### src/pfswp_pkg.sv
package pfswp_pkg;
	// Swap states, one-hot
	typedef enum logic [4:0] {
		ST_UNINIT = 5'b0_0001,
		ST_READY = 5'b0_0010,
		ST_UPDATE = 5'b0_0100,
		ST_UPD_ERASED = 5'b0_1000,
		ST_COMPLETE = 5'b1_0000
	} pfswp_state_t;

	// Swap command options
	localparam logic [1:0] OPT_SET_INDICATOR = 2'h0;
	localparam logic [1:0] OPT_UPDATE = 2'h1;
	localparam logic [1:0] OPT_COMPLETE = 2'h2;
	localparam logic [1:0] OPT_REPORT = 2'h3;

	// Vector locations in the active block
	localparam logic [31:0] ADDR_STACK_PTR = 32'h0000_0000;
	localparam logic [31:0] ADDR_PROG_CNT = 32'h0000_0004;

	// Values after reset, and the boot sequence steps
	localparam logic RST_ACTIVE_BLOCK = 1'b0;
	localparam logic [1:0] RST_BOOT_STEP = 2'h0;
	localparam logic [1:0] BOOT_STEP_SP = 2'h1;
	localparam logic [1:0] BOOT_STEP_PC = 2'h2;
	localparam logic [1:0] BOOT_STEP_RUN = 2'h3;
endpackage

### src/pfswp_ctrl.sv
`timescale 1ns/10ps
// Summary of operation
// - Either physical block maps to address zero
// - Boot fetches SP at 0, PC at 4
// - No swap before initialisation
// - Block at zero is active, other nonactive
// - Completed swap exchanges active and nonactive
// - Each reset sequence fetches from mapped block zero
// - Active-block flag set during reset sequence
// - Read-only flag shows swap initialised
// - Execute one block while other is written
// - Swap exchanges block base addresses
// - Swap requested like other flash commands
// - Four options: init, update, complete, report
// - Reset after complete swaps, enters ready
// - Indicator sector erase moves update to erased
// - Out-of-sequence option raises error
module pfswp_ctrl #(
	parameter int ADDR_W = 20
) (
	// Clock and reset
	input wire logic CLK,
	input wire logic RST_N,
	// Persistent swap record, as held in the indicators
	input wire logic NV_INIT,
	input wire logic NV_COMPLETE,
	input wire logic NV_BLOCK,
	// Reset sequence start, one-cycle pulse
	input wire logic RESET_SEQ,
	// Swap command, issued like other flash commands
	input wire logic CMD_VALID,
	input wire logic [1:0] CMD_OPT,
	// Nonactive block indicator sector erased
	input wire logic IND_ERASED,
	// Nonactive block program or erase in progress
	input wire logic NV_BUSY,
	// Processor logical address
	input wire logic [ADDR_W-1:0] CPU_ADDR,
	// Physical mapping out
	output logic [ADDR_W-1:0] PHYS_ADDR,
	output logic PHYS_BLOCK,
	output logic CPU_STALL,
	// Boot vector fetch
	output logic [31:0] BOOT_ADDR,
	output logic BOOT_FETCH,
	output logic BOOT_DONE,
	// Status
	output logic ACTIVE_BLOCK,
	output logic SWAP_INITIALISED_FLAG,
	output logic [4:0] SWAP_STATE,
	output logic NEXT_BLOCK,
	output logic CMD_DONE,
	output logic CMD_ERROR,
	// Persistent record updates
	output logic NV_WR,
	output logic NV_WR_INIT,
	output logic NV_WR_COMPLETE,
	output logic NV_WR_BLOCK
);
	// One address bit picks the block, the rest must still span a block
	if (ADDR_W < 4 || ADDR_W > 32) begin : g_width_check
		$error("ADDR_W out of range");
	end

	// Swap state
	pfswp_pkg::pfswp_state_t state_q;
	pfswp_pkg::pfswp_state_t state_d;
	logic is_init_q;
	logic is_init_d;
	logic next_q;
	logic next_d;
	// Block mapping
	logic active_q;
	logic active_d;
	logic [ADDR_W-1:0] phys_q;
	logic [ADDR_W-1:0] phys_d;
	logic phys_blk_q;
	logic phys_blk_d;
	logic stall_q;
	logic stall_d;
	// Boot vector fetch
	logic [1:0] boot_q;
	logic [1:0] boot_d;
	logic [31:0] boot_addr_q;
	logic [31:0] boot_addr_d;
	logic fetch_q;
	logic fetch_d;
	logic done_q;
	logic done_d;
	// Command answer and record writes
	logic cmd_done_q;
	logic cmd_done_d;
	logic err_q;
	logic err_d;
	logic nv_wr_q;
	logic nv_wr_d;
	logic nv_init_q;
	logic nv_init_d;
	logic nv_cmp_q;
	logic nv_cmp_d;
	logic nv_blk_q;
	logic nv_blk_d;

	// Record decoding at reset sequence
	wire swap_pending = NV_INIT & NV_COMPLETE;
	wire boot_block = swap_pending ? ~NV_BLOCK : NV_BLOCK;
	wire is_init = state_q != pfswp_pkg::ST_UNINIT;
	wire is_report = CMD_OPT == pfswp_pkg::OPT_REPORT;
	wire opt_init = CMD_OPT == pfswp_pkg::OPT_SET_INDICATOR;
	wire opt_upd = CMD_OPT == pfswp_pkg::OPT_UPDATE;
	wire opt_cmp = CMD_OPT == pfswp_pkg::OPT_COMPLETE;
	wire ok_init = opt_init & ~is_init;
	wire ok_upd = opt_upd & (state_q == pfswp_pkg::ST_READY);
	wire ok_cmp = opt_cmp & (state_q == pfswp_pkg::ST_UPD_ERASED);
	wire cmd_ok = is_report | ok_init | ok_upd | ok_cmp;
	wire booting = boot_q != pfswp_pkg::BOOT_STEP_RUN;
	// Top address bit picks the block, lower bits pass through
	wire [ADDR_W-1:0] addr_lo = {1'b0, CPU_ADDR[ADDR_W-2:0]};
	wire sel_upper = CPU_ADDR[ADDR_W-1];
	wire map_block = sel_upper ^ active_q;
	// Only the nonactive block may be busy; active reads keep running
	wire stall = NV_BUSY & (map_block != active_q);

	// Next values of the registers
	assign active_d = RESET_SEQ ? boot_block : active_q;
	assign is_init_d = state_d != pfswp_pkg::ST_UNINIT;
	assign next_d = (state_d == pfswp_pkg::ST_COMPLETE) ? ~active_q : active_q;
	assign phys_d = addr_lo | {map_block, {(ADDR_W-1){1'b0}}};
	assign phys_blk_d = map_block;
	// Boot stalls every access until both vectors are fetched
	assign stall_d = stall | booting;
	assign fetch_d = (boot_q == pfswp_pkg::BOOT_STEP_SP) | (boot_q == pfswp_pkg::BOOT_STEP_PC);
	assign boot_addr_d = (boot_q == pfswp_pkg::BOOT_STEP_PC) ? pfswp_pkg::ADDR_PROG_CNT
		: pfswp_pkg::ADDR_STACK_PTR;
	assign done_d = boot_q == pfswp_pkg::BOOT_STEP_RUN;
	assign cmd_done_d = CMD_VALID;
	assign err_d = CMD_VALID & ~cmd_ok;
	assign nv_wr_d = CMD_VALID & (ok_init | ok_upd | ok_cmp);
	assign nv_init_d = 1'b1;
	// Record holds the block now at zero; a pending swap inverts it at reset
	assign nv_cmp_d = ok_cmp;
	assign nv_blk_d = active_q;

	always_comb begin
		state_d = state_q;
		case (state_q)
			pfswp_pkg::ST_UNINIT: begin
				if (CMD_VALID && ok_init) begin
					state_d = pfswp_pkg::ST_UPD_ERASED;
				end
			end
			pfswp_pkg::ST_READY: begin
				if (CMD_VALID && ok_upd) begin
					state_d = pfswp_pkg::ST_UPDATE;
				end
			end
			pfswp_pkg::ST_UPDATE: begin
				if (IND_ERASED) begin
					state_d = pfswp_pkg::ST_UPD_ERASED;
				end
			end
			pfswp_pkg::ST_UPD_ERASED: begin
				if (CMD_VALID && ok_cmp) begin
					state_d = pfswp_pkg::ST_COMPLETE;
				end
			end
			pfswp_pkg::ST_COMPLETE: begin
				state_d = pfswp_pkg::ST_COMPLETE;
			end
			default: begin
				state_d = pfswp_pkg::ST_UNINIT;
			end
		endcase
		if (RESET_SEQ) begin
			if (!NV_INIT) begin
				state_d = pfswp_pkg::ST_UNINIT;
			end else if (NV_COMPLETE) begin
				state_d = pfswp_pkg::ST_READY;
			end else begin
				state_d = pfswp_pkg::ST_READY;
			end
		end
	end

	always_ff @(posedge CLK or negedge RST_N) begin
		if (!RST_N) begin
			state_q <= pfswp_pkg::ST_UNINIT;
		end else begin
			state_q <= state_d;
		end
	end

	// Active block only moves in the reset sequence, or to RST_ACTIVE_BLOCK on RST_N
	always_ff @(posedge CLK or negedge RST_N) begin
		if (!RST_N) begin
			active_q <= pfswp_pkg::RST_ACTIVE_BLOCK;
		end else begin
			active_q <= active_d;
		end
	end

	// Boot vector fetch after each reset sequence
	always_comb begin
		boot_d = boot_q;
		case (boot_q)
			pfswp_pkg::BOOT_STEP_SP: begin
				boot_d = pfswp_pkg::BOOT_STEP_PC;
			end
			pfswp_pkg::BOOT_STEP_PC: begin
				boot_d = pfswp_pkg::BOOT_STEP_RUN;
			end
			default: begin
				boot_d = boot_q;
			end
		endcase
		if (RESET_SEQ) begin
			boot_d = pfswp_pkg::BOOT_STEP_SP;
		end
	end

	always_ff @(posedge CLK or negedge RST_N) begin
		if (!RST_N) begin
			boot_q <= pfswp_pkg::RST_BOOT_STEP;
		end else begin
			boot_q <= boot_d;
		end
	end

	always_ff @(posedge CLK or negedge RST_N) begin
		if (!RST_N) begin
			boot_addr_q <= pfswp_pkg::ADDR_STACK_PTR;
			fetch_q <= 1'b0;
			done_q <= 1'b0;
		end else begin
			fetch_q <= fetch_d;
			boot_addr_q <= boot_addr_d;
			done_q <= done_d;
		end
	end

	// Address translation
	always_ff @(posedge CLK or negedge RST_N) begin
		if (!RST_N) begin
			phys_q <= '0;
			phys_blk_q <= 1'b0;
		end else begin
			phys_q <= phys_d;
			phys_blk_q <= phys_blk_d;
		end
	end

	// Stall request
	always_ff @(posedge CLK or negedge RST_N) begin
		if (!RST_N) begin
			stall_q <= 1'b0;
		end else begin
			stall_q <= stall_d;
		end
	end

	// Command answer
	always_ff @(posedge CLK or negedge RST_N) begin
		if (!RST_N) begin
			cmd_done_q <= 1'b0;
			err_q <= 1'b0;
		end else begin
			cmd_done_q <= cmd_done_d;
			err_q <= err_d;
		end
	end

	// Indicator record writes
	always_ff @(posedge CLK or negedge RST_N) begin
		if (!RST_N) begin
			nv_wr_q <= 1'b0;
			nv_init_q <= 1'b0;
			nv_cmp_q <= 1'b0;
			nv_blk_q <= 1'b0;
		end else begin
			nv_wr_q <= nv_wr_d;
			nv_init_q <= nv_init_d;
			nv_cmp_q <= nv_cmp_d;
			nv_blk_q <= nv_blk_d;
		end
	end

	assign PHYS_ADDR = phys_q;
	assign PHYS_BLOCK = phys_blk_q;
	assign CPU_STALL = stall_q;
	assign BOOT_ADDR = boot_addr_q;
	assign BOOT_FETCH = fetch_q;
	assign BOOT_DONE = done_q;
	assign ACTIVE_BLOCK = active_q;
	assign SWAP_INITIALISED_FLAG = is_init_q;
	assign SWAP_STATE = state_q;
	assign NEXT_BLOCK = next_q;
	assign CMD_DONE = cmd_done_q;
	assign CMD_ERROR = err_q;
	assign NV_WR = nv_wr_q;
	assign NV_WR_INIT = nv_init_q;
	assign NV_WR_COMPLETE = nv_cmp_q;
	assign NV_WR_BLOCK = nv_blk_q;

	// Status flags
	always_ff @(posedge CLK or negedge RST_N) begin
		if (!RST_N) begin
			is_init_q <= 1'b0;
			next_q <= pfswp_pkg::RST_ACTIVE_BLOCK;
		end else begin
			is_init_q <= is_init_d;
			next_q <= next_d;
		end
	end
endmodule

### config.mk
export PLATFORM = sky130hd
export DESIGN_NAME = pfswp_ctrl
export DESIGN_NICKNAME = d
export VERILOG_FILES = /design/src/pfswp_pkg.sv /design/src/pfswp_ctrl.sv
export SDC_FILE = /design/constraint.sdc
export NUM_CORES = 1
export LEC_CHECK = 0
export ABC_AREA = 1
export BUFFER_PORTS_ARGS = -buffer_cell sky130_fd_sc_hd__buf_4
export CORE_MARGIN = 8
export CORE_UTILIZATION = 43
export DETAILED_ROUTE_END_ITERATION = 8
export HOLD_SLACK_MARGIN = 0.15
export PLACE_DENSITY_LB_ADDON = 0.1
export SETUP_SLACK_MARGIN = 0.2
export SLEW_MARGIN = 15
export SYNTH_ARGS = -nofsm -noshare
export SYNTH_HDL_FRONTEND = slang
export SYNTH_SLANG_ARGS = --single-unit
### constraint.sdc
create_clock -name CLK -period 1.8 [get_ports CLK]
set_clock_uncertainty 0.05 [all_clocks]
set_input_delay 0.18 -clock CLK [delete_from_list [all_inputs] [get_ports CLK]]
set_output_delay 0.18 -clock CLK [all_outputs]
set_load 0.01 [all_outputs]
==> results by group <==
Placement
  – GPL Wtd Cong: 0.818
  – Dpl hpwl: around 3000 um
  – I/O Buffers: 69

Floorplanning
  – Row cnt: 23
  – Die H: between 70 and 80 um
  – Core Region: 3910 um2
  – Ports: about 100
  – Initial core utilization: a little over two fifths
  – Width of the die: 78.9 um
  – Die area: just over 6000 um2

STA
  – Finish-stage setup viols: 0
  – RSZ-0062 raised after global routing: no
  – Tmin final: 1.32 ns
  – Final Hold Fails: 0
  – TNS Setup: 0 ns
  – Final period util: between 70 and 80%
  – FMAX: 760 MHz
  – Pins Over Slew Limit: 0

Cells and area
  – Share of post-route cells with drive strength above 1: 34.1%
  – P&R area growth vs syn: 49.3%
  – Ant diodes: 0
  – Nets: between 200 and 300
  – Fillers: 338
  – Number of flip-flops under the largest register name: 19
  – Post-layout util: about two thirds

Global routing
  – Largest net degree at the start of global routing: 41
  – Antenna violations before repair: 0
  – Vias in the first global route: between 1000 and 1500
  – Total track usage: between 10 and 15%
  – First-pass GRT wire length: ~6300 um
  – Grt total ovfl: 0

Worst setup path
  – Crit-path max FO: 4
  – Worst setup SP type: flop
  – CP required: just under 2 ns
  – Critical path capture point type: flop
  – Critical path data arrival time: roughly 1.5 ns
  – Worst Setup SP: SWAP_STATE[0]$_DFF_PN1_
  – Critical path endpoint: NV_WR$_DFF_PN0_
  – Kind of critical path: reg -> reg
  – R2R Path Start: SWAP_STATE[0]$_DFF_PN1_
  – R2R cell count: 7
  – R2r setup slk: slightly below 0.5 ns
  – FF-to-FF End: NV_WR$_DFF_PN0_

Yosys
  – Sequential share of the synthesized area: between 50 and 60%
  – Gate count of the mapped netlist: 160
  – Post-Syn Area: 1700 um2
  – Yosys cell types: 24
  – Synthesized flop and latch total: 40
  – Synth Area per Inst: between 10 and 15 um2
  – Synth Warn #: 0

Power and ir drop
  – Combinational Power Share: between 15 and 20%
  – Int Power: about 1.7 mW
  – Switching share of power: around a quarter
  – Worst VDD drop: ~0.64 mV
  – Sequential share of power: approximately 46%
  – Leak: approximately 1.4 nW
  – PD cells: ~850 nW/um2
  – Clock power share: a little over a third
  – Sw power: just over 0.5 mW

Route
  – Post-route antenna net violation count: 0
  – Routed len/inst: 12.3 um
  – Total Wirelength: ~3800 um
  – Vias/cell: 4.08
  – Drt drc: 0
  – Routed vias: 1269
  – 1st-pass router iterations: 4
  – Initial drt markers: 22

Clocking
  – Reg clk slew, reported paths: ~0.070 ns
  – CTS buffer count: 5
  – Postcts setup bufs: 0
  – Clk_lat worst skew: around 0.28 ns
  – # hold bufs at CTS: 26
  – CTS Buffer Depth: 2
  – Root Buffer: clkbuf_8
  – CTS sink count: 40
  – CTS tree: done
  – H-tree depth: 2
  – PostCTS Resize Cnt: 0

Status
  – Outcome: complete, no violations

Worst hold path
  – HP Class: in -> reg

Flow run
  – Max Cap Viol: 0
-- cells in the final DEF, fill, tap and decap left out --
master and n:
nand2_1 25, inv_2 1, xor2_1 2, nand3_2 3, o21a_1 1, ha_1 3
dfstp_2 1, o311ai_0 1, dfrtp_1 39, nor3_1 2, conb_1 32, o21ai_2 1
buf_4 69, nor2_1 10, nor2_4 1, nand3_1 6, nor2_2 3, or2_2 1
nand3b_1 2, o21ai_0 3, clkbuf_8 7, o21bai_4 1, clkinv_1 1, inv_1 16
nand4_1 3, bufinv_16 1, dlygate4sd3_1 26
-- cell usage after synthesis --
library cell   n  area share, %
o311ai_0       1           0.51
dfstp_2        1            1.5
o21bai_4       1            1.1
o21a_1         1           0.44
dfrtp_1       39             57
o21ai_2        1           0.51
nand2_1       25            5.5
nor3_1         2           0.59
inv_1         16            3.5
o21ai_0        3           0.88
inv_2          1           0.22
nand3_2        3            1.8
nor2_2         3            1.1
nor2_1        10            2.2
clkinv_1       1           0.22
xor2_1         2            1.0
nand3_1        6            1.8
conb_1         2           0.44
nor2_4         1           0.66
or2_2          1           0.37
nand3b_1       2           0.88
buf_4         32             14
ha_1           3            2.2
nand4_1        3            1.1
-- final cells by class --
cell class | count | area, um2 | share of cell area [%]
repair buffers | 95 | 778 | 30.6
inverters | 18 | 67.6 | 2.66
multi-input cells | 100 | 505 | 19.9
clock inverters | 1 | 30.0 | 1.18
flip-flops and latches | 40 | 1000 | 39.4
well taps | 50 | 62.6 | 2.46
clock buffers | 7 | 96.3 | 3.79
-- logic make-up (layout without fill, tap and decap cells) --
group | after synthesis | after routing | synth area share, %
AO/OA/AOI/OAI | 7 | 7 | 3.45
other | 2 | 32 | 0.441
XOR/XNOR | 2 | 2 | 1.03
adder cells (fa/ha/maj) | 3 | 3 | 2.20
flip-flops | 40 | 40 | 58.9
AND/OR/NAND/NOR | 56 | 56 | 15.9
buffers and inverters | 50 | 121 | 18.1
-- stage by stage --
step	hold slack (ns)	cell area, um2	cells	power, mW	setup slack, ns
3_3_place_gp	0.132	2160	277	1.38	0.476
2_1_floorplan	-0.166	1820	190	1.23	0.522
6_report	0.159	2540	311	2.17	0.485
4_1_cts	0.150	2540	311	2.20	0.475
5_1_grt	0.176	2540	311	2.30	0.329
3_5_place_dp	0.127	2160	277	1.38	0.489
-- worst max-delay path: stages (launching register included) --
cell	delay, ns
dfstp_2	0.55
inv_1	0.06
nor2_1	0.11
nand3_2	0.11
nor2_1	0.14
nand3b_1	0.15
nand2_1	0.06
inv_1	0.04
-- power groups by stage --
stage / sequential [mW] / clock [mW] / combinational (mW)
finish: 1.01 / 0.764 / 0.401
global route: 1.01 / 0.832 / 0.450
CTS: 1.01 / 0.791 / 0.406
detailed placement: 1.02 / 0 / 0.360
global placement: 1.02 / 0 / 0.357
floorplan: 1.05 / 0 / 0.178
-- worst min-delay path by stage --
| stage | start | endpoint | slack, ns | cells after the start |
|---|---|---|---|---|
| 2_1_floorplan | RST_N | ACTIVE_BLOCK$_DFFE_PN0P_ | -0.17 | 0 |
| 3_3_place_gp | RST_N | PHYS_ADDR[8]$_DFF_PN0_ | 0.13 | 1 |
| 3_5_place_dp | RST_N | PHYS_ADDR[6]$_DFF_PN0_ | 0.13 | 1 |
| 4_1_cts | IND_ERASED | SWAP_STATE[3]$_DFF_PN0_ | 0.15 | 5 |
| 5_1_grt | IND_ERASED | SWAP_STATE[2]$_DFF_PN0_ | 0.18 | 3 |
| 6_report | IND_ERASED | SWAP_STATE[3]$_DFF_PN0_ | 0.16 | 5 |
-- layer usage --
| layer | wire (um) | part of all wire, % | vias up | GRT usage [%] |
|---|---|---|---|---|
| met5 | 0 | 0 | - | 0 |
| met4 | 68 | 1.8 | 0 | 5.56 |
| met3 | 407 | 11 | 5 | 5.42 |
| met2 | 1750 | 46 | 68 | 20.0 |
| met1 | 1610 | 42 | 567 | 15.2 |
| li1 | - | - | 629 | - |
No activity file was read; power rests on OpenSTA's default activity.
